File: src/smf_pkg.sv
// Shared constants, types and helpers of the serial master
package smf_pkg;
	localparam logic [7:0] ADDR_CFG_MAIN = 8'hfc;
	localparam logic [7:0] ADDR_IRQ_MASK = 8'hfd;
	localparam logic [7:0] ADDR_FLAGS = 8'hfe;
	localparam logic [7:0] ADDR_DATA = 8'hff;
	localparam int DATA_W = 8;
	localparam int FIFO_DEPTH = 2;
	localparam logic [6:0] CFG_MAIN_RESET = 7'h20;
	localparam logic [3:0] IRQ_MASK_RESET = 4'hf;
	localparam logic [7:0] RDATA_RESET = 8'h00;
	localparam logic [2:0] DIV_SEL_MAX = 3'h5;
	localparam logic [4:0] EDGE_LAST = 5'h0f;
	localparam int CLK_PERIOD_NS = 50;

	// Field layout follows the register: bits 6:4, 3, 2, 1, 0
	typedef struct packed {
		logic [2:0] sclk_divider_select;
		logic bit_order_select;
		logic sclk_idle_level;
		logic sample_edge_select;
		logic master_core_on;
	} smf_cfg_t;

	// Bits 3 down to 0 of the status register
	typedef struct packed {
		logic rx_full_flag;
		logic rx_avail_flag;
		logic tx_empty_flag;
		logic tx_space_flag;
	} smf_flags_t;

	typedef struct packed {
		logic [7:0] addr;
		logic [7:0] wdata;
		logic wr;
		logic rd;
	} smf_sfr_req_t;

	typedef enum logic [1:0] {
		SMF_IDLE,
		SMF_SHIFT,
		SMF_DONE
	} smf_state_t;

	// Codes above the largest divider fold onto it
	function automatic logic [2:0] smf_div_cap(input logic [2:0] sel);
		return (sel > DIV_SEL_MAX) ? DIV_SEL_MAX : sel;
	endfunction
endpackage

File: src/smf_clkdiv.sv
// Half-period tick generator for the serial clock
`timescale 1ns/10ps
module smf_clkdiv
	import smf_pkg::*;
(
	input wire logic clk,
	input wire logic reset_n,
	input wire logic run,
	input wire logic hold,
	input wire logic [2:0] div_sel,
	output logic tick
);
	logic [5:0] count;
	logic [5:0] next_count;
	logic [5:0] half_last;

	always_comb
	begin
		half_last = 6'((7'h01 << smf_div_cap(div_sel)) - 7'h01);
		next_count = 6'h00;
		tick = 1'b0;
		if (hold)
		begin
			// Stopped core keeps its phase
			next_count = count;
		end
		else if (run)
		begin
			if (count >= half_last)
			begin
				tick = 1'b1;
			end
			else
			begin
				next_count = 6'(count + 6'h01);
			end
		end
	end

	always_ff @(posedge clk or negedge reset_n)
	begin
		if (!reset_n)
		begin
			count <= 6'h00;
		end
		else
		begin
			count <= next_count;
		end
	end
endmodule

File: src/smf_fifo2.sv
// Small flip-flop FIFO with valid and ready on both sides
`timescale 1ns/10ps
module smf_fifo2
	import smf_pkg::*;
#(
	parameter int WIDTH = DATA_W,
	parameter int DEPTH = FIFO_DEPTH
)
(
	input wire logic clk,
	input wire logic reset_n,
	input wire logic in_valid,
	output logic in_ready,
	input wire logic [WIDTH-1:0] in_data,
	output logic out_valid,
	input wire logic out_ready,
	output logic [WIDTH-1:0] out_data,
	output logic [$clog2(DEPTH):0] count
);
	localparam int PW = $clog2(DEPTH);
	localparam logic [PW:0] FULL = (PW+1)'(DEPTH);
	logic [WIDTH-1:0] mem [DEPTH];
	logic [WIDTH-1:0] next_mem [DEPTH];
	logic [PW-1:0] wr_ptr, rd_ptr, next_wr_ptr, next_rd_ptr;
	logic [PW:0] next_count;
	logic push, pop;

	function automatic logic [PW-1:0] bump(input logic [PW-1:0] p);
		return (p == PW'(DEPTH - 1)) ? '0 : PW'(p + 1'b1);
	endfunction

	always_comb
	begin
		in_ready = (count != FULL);
		out_valid = (count != '0);
		out_data = mem[rd_ptr];
		push = in_valid && in_ready;
		pop = out_valid && out_ready;
		next_mem = mem;
		next_wr_ptr = push ? bump(wr_ptr) : wr_ptr;
		next_rd_ptr = pop ? bump(rd_ptr) : rd_ptr;
		next_count = (PW+1)'(count + {PW'(0), push} - {PW'(0), pop});
		if (push)
		begin
			next_mem[wr_ptr] = in_data;
		end
	end

	always_ff @(posedge clk or negedge reset_n)
	begin
		if (!reset_n)
		begin
			mem <= '{default: '0};
			wr_ptr <= '0;
			rd_ptr <= '0;
			count <= '0;
		end
		else
		begin
			mem <= next_mem;
			wr_ptr <= next_wr_ptr;
			rd_ptr <= next_rd_ptr;
			count <= next_count;
		end
	end
endmodule

File: src/smf_top.sv
// Serial master with register port, byte buffers and shift engine
// Functional notes
// - Enable bit 0 of main config lets the core run and start transfers.
// - Enable cleared freezes the core; no transfer advances.
// - Divider field 6:4, reset 010, selects clock/2..64; 110, 111 give 64.
// - Bit 3 set shifts least significant bit first, else most significant.
// - Bit 2 set makes serial clock idle high, else idle low.
// - Bit 1 set samples on trailing edge, shifts on leading; cleared reverses.
// - Polarity and phase reset to zero, mode 0; all four modes selectable.
// - Processor writes bytes to the enabled master, which sends them.
// - Data port writes fill two-byte send buffer, reads drain receive buffer.
// - Status flags follow their conditions live; no clearing action needed.
// - Receive-full flag, bit 3, set while two bytes are held.
// - Receive-available flag, bit 2, set while at least one byte held.
// - Send-empty flag, bit 1, set when send buffer empty; maskable interrupt.
// - Send-space flag, bit 0, set while a send entry is free.
// - Each status raises interrupt only while its mask bit is zero.
// - Mask register resets to all four bits set.
`timescale 1ns/10ps
module smf_top
	import smf_pkg::*;
(
	input wire logic CLK_SYS,
	input wire logic RESET_N,
	input wire logic [7:0] SFR_ADDR,
	input wire logic [7:0] SFR_WDATA,
	input wire logic SFR_WR,
	input wire logic SFR_RD,
	output logic [7:0] SFR_RDATA,
	output logic IRQ,
	output logic MASTER_SERIAL_CLOCK,
	output logic MASTER_SERIAL_OUT,
	input wire logic MASTER_SERIAL_IN
);
	smf_sfr_req_t req;
	smf_cfg_t cfg, next_cfg;
	logic [3:0] mask, next_mask;
	logic [7:0] next_rdata;
	smf_flags_t flags;
	logic cfg_touched, next_cfg_touched;

	smf_state_t state, next_state;
	logic [4:0] edge_cnt, next_edge_cnt;
	logic [7:0] tx_sh, next_tx_sh;
	logic [7:0] rx_sh, next_rx_sh;
	logic sck_act, next_sck_act;
	logic mosi, next_mosi;
	logic tick;

	logic tx_in_valid, tx_in_ready, tx_out_valid, tx_pop;
	logic [7:0] tx_out_data;
	logic [1:0] tx_count;
	logic rx_in_ready, rx_out_valid, rx_push, rx_pop;
	logic [7:0] rx_out_data;
	logic [1:0] rx_count;

	function automatic logic hit(input smf_sfr_req_t r, input logic [7:0] a);
		return r.addr == a;
	endfunction

	function automatic logic out_bit(input logic [7:0] sh, input logic lsb);
		return lsb ? sh[0] : sh[7];
	endfunction

	function automatic logic [7:0] advance(input logic [7:0] sh, input logic lsb);
		return lsb ? {1'b0, sh[7:1]} : {sh[6:0], 1'b0};
	endfunction

	assign req = '{addr: SFR_ADDR, wdata: SFR_WDATA, wr: SFR_WR, rd: SFR_RD};

	// Register port
	always_comb
	begin
		next_cfg = cfg;
		next_mask = mask;
		next_rdata = SFR_RDATA;
		next_cfg_touched = cfg_touched;
		tx_in_valid = req.wr && hit(req, ADDR_DATA);
		rx_pop = req.rd && hit(req, ADDR_DATA);
		if (req.wr && hit(req, ADDR_CFG_MAIN))
		begin
			next_cfg = smf_cfg_t'(req.wdata[6:0]);
			next_cfg_touched = 1'b1;
		end
		if (req.wr && hit(req, ADDR_IRQ_MASK))
		begin
			next_mask = req.wdata[3:0];
		end
		if (req.rd)
		begin
			case (req.addr)
				ADDR_CFG_MAIN: next_rdata = {1'b0, cfg};
				ADDR_IRQ_MASK: next_rdata = {4'h0, mask};
				ADDR_FLAGS: next_rdata = {4'h0, flags};
				// Empty buffer reads as zero and pops nothing
				ADDR_DATA: next_rdata = rx_out_valid ? rx_out_data : RDATA_RESET;
				default: next_rdata = RDATA_RESET;
			endcase
		end
	end

	always_ff @(posedge CLK_SYS or negedge RESET_N)
	begin
		if (!RESET_N)
		begin
			cfg <= smf_cfg_t'(CFG_MAIN_RESET);
			mask <= IRQ_MASK_RESET;
			SFR_RDATA <= RDATA_RESET;
			cfg_touched <= 1'b0;
		end
		else
		begin
			cfg <= next_cfg;
			mask <= next_mask;
			SFR_RDATA <= next_rdata;
			cfg_touched <= next_cfg_touched;
		end
	end

	// Status is pure decode of buffer levels, so it never needs clearing
	always_comb
	begin
		flags.rx_full_flag = (rx_count == 2'(FIFO_DEPTH));
		flags.rx_avail_flag = (rx_count != 2'h0);
		flags.tx_empty_flag = (tx_count == 2'h0);
		flags.tx_space_flag = tx_in_ready;
		IRQ = |(flags & ~mask);
	end

	smf_fifo2 #(.WIDTH(DATA_W), .DEPTH(FIFO_DEPTH)) u_tx_fifo (
		.clk(CLK_SYS),
		.reset_n(RESET_N),
		.in_valid(tx_in_valid),
		.in_ready(tx_in_ready),
		.in_data(req.wdata),
		.out_valid(tx_out_valid),
		.out_ready(tx_pop),
		.out_data(tx_out_data),
		.count(tx_count)
	);

	smf_fifo2 #(.WIDTH(DATA_W), .DEPTH(FIFO_DEPTH)) u_rx_fifo (
		.clk(CLK_SYS),
		.reset_n(RESET_N),
		.in_valid(rx_push),
		.in_ready(rx_in_ready),
		.in_data(rx_sh),
		.out_valid(rx_out_valid),
		.out_ready(rx_pop),
		.out_data(rx_out_data),
		.count(rx_count)
	);

	smf_clkdiv u_div (
		.clk(CLK_SYS),
		.reset_n(RESET_N),
		.run(state == SMF_SHIFT),
		.hold(!cfg.master_core_on),
		.div_sel(cfg.sclk_divider_select),
		.tick(tick)
	);

	// Shift engine; a disabled core simply takes no step, like a gated clock
	always_comb
	begin
		next_state = state;
		next_edge_cnt = edge_cnt;
		next_tx_sh = tx_sh;
		next_rx_sh = rx_sh;
		next_sck_act = sck_act;
		next_mosi = mosi;
		tx_pop = 1'b0;
		rx_push = 1'b0;
		if (cfg.master_core_on)
		begin
			case (state)
				SMF_IDLE:
				begin
					// Room for the answer is checked first, so no byte is lost
					if (tx_out_valid && rx_in_ready)
					begin
						tx_pop = 1'b1;
						next_sck_act = 1'b0;
						next_edge_cnt = 5'h00;
						next_rx_sh = 8'h00;
						next_state = SMF_SHIFT;
						next_tx_sh = tx_out_data;
						if (!cfg.sample_edge_select)
						begin
							next_mosi = out_bit(tx_out_data, cfg.bit_order_select);
							next_tx_sh = advance(tx_out_data, cfg.bit_order_select);
						end
					end
				end
				SMF_SHIFT:
				begin
					if (tick)
					begin
						next_sck_act = !sck_act;
						next_edge_cnt = 5'(edge_cnt + 5'h01);
						if (sck_act == cfg.sample_edge_select)
						begin
							next_rx_sh = cfg.bit_order_select
								? {MASTER_SERIAL_IN, rx_sh[7:1]}
								: {rx_sh[6:0], MASTER_SERIAL_IN};
						end
						else if (edge_cnt != EDGE_LAST)
						begin
							next_mosi = out_bit(tx_sh, cfg.bit_order_select);
							next_tx_sh = advance(tx_sh, cfg.bit_order_select);
						end
						if (edge_cnt == EDGE_LAST)
						begin
							next_state = SMF_DONE;
						end
					end
				end
				SMF_DONE:
				begin
					rx_push = 1'b1;
					next_state = SMF_IDLE;
				end
				default: next_state = SMF_IDLE;
			endcase
		end
	end

	always_ff @(posedge CLK_SYS or negedge RESET_N)
	begin
		if (!RESET_N)
		begin
			state <= SMF_IDLE;
			edge_cnt <= 5'h00;
			tx_sh <= 8'h00;
			rx_sh <= 8'h00;
			sck_act <= 1'b0;
			mosi <= 1'b0;
		end
		else
		begin
			state <= next_state;
			edge_cnt <= next_edge_cnt;
			tx_sh <= next_tx_sh;
			rx_sh <= next_rx_sh;
			sck_act <= next_sck_act;
			mosi <= next_mosi;
		end
	end

	assign MASTER_SERIAL_CLOCK = cfg.sclk_idle_level ^ sck_act;
	assign MASTER_SERIAL_OUT = mosi;
endmodule

File: config.mk
export PLATFORM = sky130hd
export DESIGN_NAME = smf_top
export DESIGN_NICKNAME = d
export VERILOG_FILES = /design/src/smf_pkg.sv /design/src/smf_clkdiv.sv /design/src/smf_fifo2.sv /design/src/smf_top.sv
export SDC_FILE = /design/constraint.sdc
export NUM_CORES = 1
export LEC_CHECK = 0
export BUFFER_PORTS_ARGS = -buffer_cell sky130_fd_sc_hd__buf_2
export CORE_MARGIN = 3
export CORE_UTILIZATION = 55
export CTS_CLUSTER_DIAMETER = 40
export DETAILED_ROUTE_END_ITERATION = 7
export PLACE_DENSITY = 0.73
export REMOVE_ABC_BUFFERS = 1
export SLEW_MARGIN = 0
export SYNTH_ARGS = -nofsm -noshare
export SYNTH_HDL_FRONTEND = slang
export SYNTH_HIERARCHICAL = 1
export SYNTH_SLANG_ARGS = --single-unit
File: constraint.sdc
create_clock -name CLK_SYS -period 8.6 [get_ports CLK_SYS]
set_input_delay 0.86 -clock CLK_SYS [delete_from_list [all_inputs] [get_ports CLK_SYS]]
set_output_delay 0.86 -clock CLK_SYS [all_outputs]
set_load 0.05 [all_outputs]
==> flow_summary.toml, run 1 <==
[outcome]
run_status = "finished, final reports clean"

[clock_tree]
cts_tree = "done"
cts_resized = 0
htreeDepth = 3
cts.clk_slew.worst_paths_ns = 0.09
insertion_delay_ns = 0.37
cts.sinks = 90
cts_hold_buf = 0
cts_buffer_depth = 2
cts_root_buf = "clkbuf_8"
post_cts.repair.setup_buffers = 0
numCtsBuffers = 9

[placed_design]
numPortBuffers = 31
dp.cells = 529
gp_routability_congestion = 0.811
placed_area_sq_um = 5180
dp_hpwl_um = 7030

[worst_setup_path]
r2r_slack_ns = 5.11
crit_path_start_kind = "register"
crit_start = "cfg[4]"
crit_type = "reg -> reg"
critical_path_arrival_ns = 3.74
critPathMaxFanout = 8
reg2reg_from = "cfg[4]"
worstReg2RegEnd = "rx_sh[7]"
critPathCaptureType = "register"
critPathRequiredTime_ns = 8.85
r2r.worst_path.cells = 11
endpoint = "rx_sh[7]"

[logic_synthesis]
ys.warnings.count = 6
syn_area_per_cell_sq_um = 12.3
synthArstFlopShare_pct = 100
netlist.area_leader.share_pct = 42.5
synthCells = 407
yosysMostFrequentCell = "dfrtp_1"
synth_commonest_cells = "dfrtp_1 (85), mux2_4 (40), mux2_2 (37)"
netlist_area_sq_um = 5000
ys_ff_latch = 90
yosysTopAreaCell = "dfrtp_1"
ys_types = 60
synth_area_leaders = "dfrtp_1 (43%), mux2_4 (12%), mux2_2 (8.3%)"
synth_edf_count = 0
ys_seq_area_share_pct = 45.1
ys.flop_type = "dfrtp_1"

[sta]
relSlewSlack_pct = 24.8
rsz0062_at_grt = "false"
final_hold_viol_count = 0
setup_viol = 0
tightest_slew_ns = 1.13
period_needed_ns = 3.49
finalSetupTns_ns = 0
slew_viol_final = 0
clock_skew_ns = 0.0164
clock.fmax_mhz = 287
fin_crit_sh_pct = 40.6

[grt]
grt_overflow = 0
grt_pass1_vias = 3212
grt_max_degree = 91
antenna_found_initial = 0
track_usage_pct = 20.5
grt_pass1_wl_um = 16300

[pwr]
p_leak_nw = 2.56
vdd_drop_max_uv = 127
p_per_area_nw_per_um2 = 171
total_power_uw = 921

[cells_and_area]
syn2layout_area_growth_pct = 7.50
fill_cells = 707
finish.instance_area_sq_um = 5380
drive_above_1_share_pct = 33.9
diodes = 0
layout.cells.non_filler = 545
layout.nets = 467

[route]
ant_nets = 0
first_pass_iters = 4
drcViolationCount = 0
drt_iter0_markers = 222
wirelength_um = 9770
avgRoutedWirePerCell_um = 17.9
via_count = 3166
viasPerCell = 5.81

[die]
start_util_pct = 57.1
fp.dieH_um = 101
core.rowCount = 34
io_pins = 32
fp.dieW_um = 101
die_area_sq_um = 10300
coreArea_sq_um = 8760

[worst_hold_path]
hold_class = "reg -> reg"

[run]
drv_cap = 0
## placed cells by master (no fill, tap or decap), types with 9 or more instances in the layout
cell type,netlist,layout
mux2_2,37,37
xnor2_1,10,10
nand2_1,25,25
nor2_1,15,15
clkbuf_8,0,9
o22ai_1,9,9
mux2_4,40,40
inv_1,16,16
buf_2,8,30
o21ai_0,12,12
ha_1,14,14
mux2i_1,18,18
dfrtp_1,85,85
nor2b_1,10,10
## state kept, by name (all words and copies together), names as in the netlist
name	cells
u_rx_fifo/mem	16
u_tx_fifo/mem	16
SFR_RDATA	8
rx_sh	8
tx_sh	8
cfg	7
u_div/count	6
edge_cnt	5
mask	4
state	2
u_rx_fifo/count	2
u_tx_fifo/count	2
MASTER_SERIAL_OUT	1
sck_act	1
u_rx_fifo/rd_ptr	1
u_rx_fifo/wr_ptr	1
u_tx_fifo/rd_ptr	1
u_tx_fifo/wr_ptr	1
## per-layer routing
layer	wire (um)	global-route usage, %	vias up	part of all wire, %
met2	4690	32.3	42	48
met5	0	0	-	0
met4	159	6.24	0	1.6
met3	322	4.55	6	3.3
met1	4600	28.5	1611	47
li1	-	-	1507	-
## cells by family (layout without fill, tap and decap cells)
family / after synthesis / in the layout / share of synthesized area (%)
xor+xnor: 17 / 17 / 2.98
fa+ha+maj: 14 / 14 / 3.50
simple gates: 93 / 93 / 11.2
buf+inv: 35 / 65 / 3.88
flops: 90 / 90 / 45.1
other cells: 1 / 1 / 0.0750
compound gates: 61 / 61 / 8.85
mux: 96 / 96 / 24.4
## stage by stage
step	hold slack (ns)	setup WS [ns]	utilization, %
2_1_floorplan	0.449	5.45	-
3_3_place_gp	0.460	5.25	59.1
3_5_place_dp	0.476	5.14	59.1
4_1_cts	0.496	5.13	61.4
5_1_grt	0.523	4.91	61.4
6_report	0.494	5.11	61.4
## cell type report
type,count,area [sq um],share of cell area [%]
multi-input cells,282,2550,47.4
flip-flops and latches,90,2260,42.0
repair buffers,33,173,3.21
well taps,108,135,2.51
clock buffers,10,128,2.37
clock inverters,6,73.8,1.37
inverters,16,60.1,1.12
## critical path: stages, from the launching register on
cell and delay (ns):
dfrtp_1 0.43, or3_1 0.44, ha_1 0.22, xor2_1 0.17
ha_1 0.28, nand4_1 0.15, o221ai_2 0.26, and3_1 0.23
nand2_1 0.10, a21o_1 0.29, a21oi_2 0.42, mux2_2 0.40
## worst min-delay path by stage
stage | startpoint | end | slack, ns | cells after the start
after detailed placement | edge_cnt[4] | edge_cnt[4] | 0.48 | 2
final | edge_cnt[4] | edge_cnt[4] | 0.49 | 2
after CTS | u_tx_fifo/wr_ptr | u_tx_fifo/wr_ptr | 0.50 | 1
after floorplan | edge_cnt[4] | edge_cnt[4] | 0.45 | 2
after global placement | edge_cnt[4] | edge_cnt[4] | 0.46 | 2
after global routing | u_tx_fifo/wr_ptr | u_tx_fifo/wr_ptr | 0.52 | 1
## power breakdown
part	switching, mW	internal [mW]	leakage (nW)
clock network	0.157	0.138	0.101
logic	0.0831	0.0678	1.25
registers	0.0282	0.447	1.21
Note: power is estimated with default switching activity, not from simulation.
==> run 2: changes to the inputs <==
Settings changed: ABC_AREA from default to 1, PLACE_DENSITY 0.73 to 0.76.
Clock period 8.6 ns to 3.1 ns, I/O delays scaled along.
==> flow_summary.toml, run 2 <==
[outcome]
run_status = "finished, final reports clean"

[cells_and_area]
layout.nets = 758
syn2layout_area_growth_pct = 10.8
multi_input_area_sq_um = 2640
drive_above_1_share_pct = 18.3
layout.cells.non_filler = 854
final_common_cell = "nand2_1"
final_cell_mix = "nand2_1 (265), dfrtp_1 (85), inv_1 (48), nand3_1 (46), o21ai_0 (40)"
ff_latch_area_sq_um = 2260
diodes = 0
fill_cells = 782
post-route-util_pct = 64.6
largestRegisters = "u_rx_fifo/mem: 16 flops, u_tx_fifo/mem: 16 flops"

[sta]
final_hold_viol_count = 0
slew_viol_final = 0
period_needed_ns = 3.03
fin_crit_sh_pct = 97.7
whs_ns = 0.221
clock_skew_ns = 0.0101
tightest_slew_ns = 0.665
layout_setup_ws_ns = 0.0703
relSlewSlack_pct = 55.6
clock.fmax_mhz = 330
setup_viol = 0

[logic_synthesis]
ys.flop_type = "dfrtp_1"
synth_commonest_cells = "nand2_1 (271), dfrtp_1 (85), inv_1 (55)"
synth_area_leaders = "dfrtp_1 (41%), nand2_1 (19%), nand3_1 (4.7%)"
syn_area_per_cell_sq_um = 7.58
netlist.area_leader.share_pct = 40.7
ys_seq_area_share_pct = 43.2
synthCells = 690
ys_ff_latch = 90
ys_types = 39
netlist_area_sq_um = 5230
synth_edf_count = 0
yosysMostFrequentCell = "nand2_1"
synthArstFlopShare_pct = 100
ys.warnings.count = 6
yosysTopAreaCell = "dfrtp_1"

[clock_tree]
cts.sinks = 90
htreeDepth = 3
cts.clk_slew.worst_paths_ns = 0.08
cts_buffer_depth = 2
cts_tree = "done"
numCtsBuffers = 9
insertion_delay_ns = 0.36
cts_root_buf = "clkbuf_8"

[die]
coreArea_sq_um = 8980
fp.dieH_um = 104
die_area_sq_um = 10700
core.rowCount = 34
start_util_pct = 58.3
io_pins = 32
fp.dieW_um = 104

[pwr]
vdd_drop_max_uv = 346
p_leak_nw = 3.11
total_power_mw = 4.30
p_per_area_nw_per_um2 = 743

[route]
avgRoutedWirePerCell_um = 14.2
drt_iter0_markers = 369
viasPerCell = 5.47
ant_nets = 0
drcViolationCount = 0
via_count = 4675
wirelength_um = 12200
first_pass_iters = 6

[worst_setup_path]
critPathCaptureType = "register"
critPathMaxFanout = 4
critical_path_arrival_ns = 3.28
crit_type = "reg -> reg"
crit_path_start_kind = "register"
critPathRequiredTime_ns = 3.35
r2r.worst_path.cells = 24

[grt]
antenna_found_initial = 0
grt_max_degree = 51
track_usage_pct = 22.8
grt_pass1_vias = 4372
grt_pass1_wl_um = 20300
grt_overflow = 0

[placed_design]
dp.cells = 829
gp_routability_congestion = 0.880
numPortBuffers = 31
dp_worst_setup_slack_ns = -0.0191
dp_hpwl_um = 8410

[run]
drv_cap = 0

[worst_hold_path]
hold_class = "in -> reg"
worst_hold_path.num_cells = 3
==> run 2: cell types whose count changed after synthesis, moves of 11 or more <==
cell	change
nand3_1	+43
mux2_4	-40
nand2_1	+246
nand4_1	+32
mux2_2	-37
inv_1	+39
mux2i_1	-18
nor2_1	+11
o21ai_0	+28
==> run 2: layer usage <==
layer,share of wire (%),track usage (%),vias to the layer above
met2,47,36.7,141
li1,-,-,2298
met3,5.5,3.67,22
met5,0,0,-
met1,46,31.3,2214
met4,2.0,8.26,0
==> run 2: logic make-up (layout without fill, tap and decap cells) <==
group / after synthesis / count (layout) / share of synthesized area [%]
XOR/XNOR: 7 / 7 / 1.17
other: 1 / 1 / 0.0717
AO/OA/AOI/OAI: 81 / 81 / 9.12
AND/OR/NAND/NOR: 409 / 409 / 34.9
buffers and inverters: 88 / 126 / 8.21
flip-flops: 90 / 90 / 43.2
adder cells (fa/ha/maj): 14 / 14 / 3.35
==> run 2: worst max-delay path, cell delays in order (launching register included) <==
cell and delay (ns):
dfrtp_1 0.41, inv_2 0.13, nand3_2 0.12, ha_4 0.18, xnor2_2 0.14, inv_1 0.06, ha_1 0.20, nand2_1 0.08
nand2_2 0.07, a21oi_4 0.17, nand2_2 0.09, nand2_2 0.09, nor2_4 0.05, o21ai_4 0.23, nor2_8 0.07, nand2_4 0.08
inv_2 0.04, nand2_2 0.08, inv_2 0.03, ha_1 0.29, inv_2 0.07, ha_4 0.13, inv_2 0.03, nand2_1 0.05
nand2_1 0.04
==> run 2: repair_timing <==
item	CTS	global route
hold endpoints to repair	43	0
gates resized for setup	1	26
pin swaps	1	16
setup endpoints to repair	1	2
hold buffers	1	0
buffers inserted	1	7
==> run 2: final timing paths <==
kind	endpoint	slack [ns]	from
max in group asynchronous	u_tx_fifo/mem[10]	1.86	RESET_N
hold / removal	u_tx_fifo/mem[15]	0.22	SFR_WDATA[7]
min in group asynchronous	SFR_RDATA[3]	0.50	RESET_N
setup / recovery	u_tx_fifo/count[1]	0.07	cfg[6]
hold reg to reg	MASTER_SERIAL_OUT	0.47	MASTER_SERIAL_OUT
setup reg to reg	u_tx_fifo/count[1]	0.07	cfg[6]
==> run 2: final cells by class <==
| type | count | share of cell area, % |
|---|---|---|
| clock inverters | 5 | 1.34 |
| multi-input cells | 512 | 45.5 |
| well taps | 126 | 2.72 |
| clock buffers | 11 | 2.44 |
| inverters | 62 | 4.02 |
| repair buffers | 48 | 4.97 |
| flip-flops and latches | 90 | 39.0 |
==> run 2: per-stage QoR <==
stage,TNS [ns],instance area (sq um)
final,0,5790
after global routing,-0.164,5790
after CTS,0,5650
after detailed placement,-0.0191,5410
after global placement,0,5410
after floorplan,0,5030
==> run 2: power breakdown <==
group | internal [mW] | leakage (nW) | switching [mW]
combinational | 0.538 | 1.82 | 1.22
sequential | 1.41 | 1.18 | 0.253
clock | 0.474 | 0.109 | 0.415
==> run 3: changes to the inputs <==
Settings changed: CORE_UTILIZATION 55 to 54, PLACE_DENSITY 0.76 to 0.75, SLEW_MARGIN 0 to 20.
==> flow_summary.toml, run 3 (synthesis gave the netlist of run 2 again) <==
[outcome]
run_status = "finished, final reports clean"

[route]
ant_nets = 0
via_count = 4568
viasPerCell = 5.35
first_pass_iters = 5
drt_iter0_markers = 244
drcViolationCount = 0
avgRoutedWirePerCell_um = 14.0
wirelength_um = 11900

[grt]
grt_overflow = 0
track_usage_pct = 22.0
grt_pass1_vias = 4257
grt_max_degree = 69
antenna_found_initial = 0
grt_pass1_wl_um = 19700

[worst_setup_path]
critPathRequiredTime_ns = 3.36
timing.critical_path.buf_inv = 6
crit_path_start_kind = "register"
r2r.worst_path.cells = 24
worstPathCellList = "inv_2 > nand3_4 > ha_4 > xnor2_2 > inv_1 > ha_1 > nand2_1 > nor2_1 > nand2_1 > nand2_2 > nand2_2 > nor2_4 > o21ai_4 > nor2_8 > nand2_4 > inv_2 > nand2_2 > inv_2 > ha_4 > inv_2 > ha_2 > inv_1 > nand2_1 > nand2_1"
critical_path_arrival_ns = 3.23
max_stage_delay_ns = 0.57
critPathCaptureType = "register"
critPathTopFamily = "simple AND/OR/NAND/NOR gates"
cp.depth = 24
crit_slowest_cell = "dfstp_2"
crit_type = "reg -> reg"
critPathMaxFanout = 4

[pwr]
p_switching_mw = 1.92
vdd_drop_max_uv = 331
pwr-share-comb_pct = 40.6
p_per_area_nw_per_um2 = 738
power_frac_clock_pct = 20.1
switching_share_pct = 45.3
seqPwrFrac_pct = 39.3
internal_power_mw = 2.32
p_leak_nw = 3.09
total_power_mw = 4.24

[placed_design]
dp_worst_setup_slack_ns = -0.0316
dp_hpwl_um = 8230
dp.cells = 832
placed_area_sq_um = 5420
numPortBuffers = 31
gp_routability_congestion = 0.838

[clock_tree]
cts_tree = "done"
numCtsBuffers = 9
cts_root_buf = "clkbuf_8"
cts_buffer_depth = 2
htreeDepth = 3
cts.sinks = 90
cts.clk_slew.worst_paths_ns = 0.10
insertion_delay_ns = 0.36

[cells_and_area]
layout.cells.non_filler = 854
layout.nets = 755
post-route-util_pct = 61.6
final_common_cell = "nand2_1"
diodes = 0
fill_cells = 835
largestRegisters = "u_rx_fifo/mem: 16 flops, u_tx_fifo/mem: 16 flops"
finish.instance_area_sq_um = 5750
syn2layout_area_growth_pct = 9.88
drive_above_1_share_pct = 17.5
final_cell_mix = "nand2_1 (267), dfrtp_1 (85), inv_1 (50), nand3_1 (47), o21ai_0 (40)"

[sta]
tightest_slew_ns = 0.861
fin_crit_sh_pct = 95.8
relSlewSlack_pct = 42.6
final_hold_viol_count = 0
clock.fmax_mhz = 337
finalSetupTns_ns = 0
whs_ns = 0.0561
clock_skew_ns = 0.0125
layout_setup_ws_ns = 0.131
period_needed_ns = 2.97
setup_viol = 0
slew_viol_final = 0

[worst_hold_path]
hold_class = "in -> async"

[die]
start_util_pct = 56.1
fp.dieW_um = 104
die_area_sq_um = 10900
io_pins = 32
fp.dieH_um = 104
core.rowCount = 35
coreArea_sq_um = 9330

[run]
drv_cap = 0
[run 3: worst register-to-register path: cells and delay by family, from the launching register on]
kind                     cells  cell delay, ns
AO/OA/AOI/OAI                1            0.10
XOR/XNOR                     1            0.10
adder cells (fa/ha/maj)      4            0.78
buffers and inverters        6            0.33
flip-flops                   1            0.57
AND/OR/NAND/NOR             12            0.98
[run 3: area by class of cell]
cell class / count / area [sq um] / area share, %
Clock inverter: 7 / 85.1 / 1.48
Tap cell: 129 / 161 / 2.81
Timing Repair Buffer: 45 / 263 / 4.57
Multi-Input combinational cell: 512 / 2620 / 45.6
Sequential cell: 90 / 2260 / 39.3
Clock buffer: 9 / 124 / 2.16
Inverter: 62 / 233 / 4.05
[run 3: metal layers]
metal,part of all wire (%),routed length (um),global-route usage [%],vias to the layer above
li1,-,-,-,2295
met1,47,5550,30.1,2156
met2,47,5650,36.8,105
met3,4.6,544,3.10,12
met4,1.4,164,5.98,0
met5,0,0,0,-
[run 3: final timing paths]
path | startpoint | to | slack, ns
max | cfg[5] | u_tx_fifo/count[1] | 0.13
min | RESET_N | SFR_RDATA[7] | 0.06
max reg2reg | cfg[5] | u_tx_fifo/count[1] | 0.13
min reg2reg | MASTER_SERIAL_OUT | MASTER_SERIAL_OUT | 0.47
max in group asynchronous | RESET_N | mask[0] | 2.28
min in group CLK_SYS | SFR_WDATA[5] | cfg[5] | 0.22
[run 3: repair_timing]
| action | in CTS | in global routing |
|---|---|---|
| hold buffers | 0 | 0 |
| pin swaps | 1 | 13 |
| gates resized for setup | 1 | 19 |
| buffers inserted | 1 | 5 |
| endpoints found under the setup margin | 2 | 2 |
[run 3: power by group through the flow]
stage	sequential (mW)	combinational (mW)	clock [mW]
2_1_floorplan	1.63	1.20	0
3_3_place_gp	1.67	1.58	0
3_5_place_dp	1.68	1.63	0
4_1_cts	1.66	1.65	0.869
5_1_grt	1.70	1.93	0.926
6_report	1.66	1.72	0.852
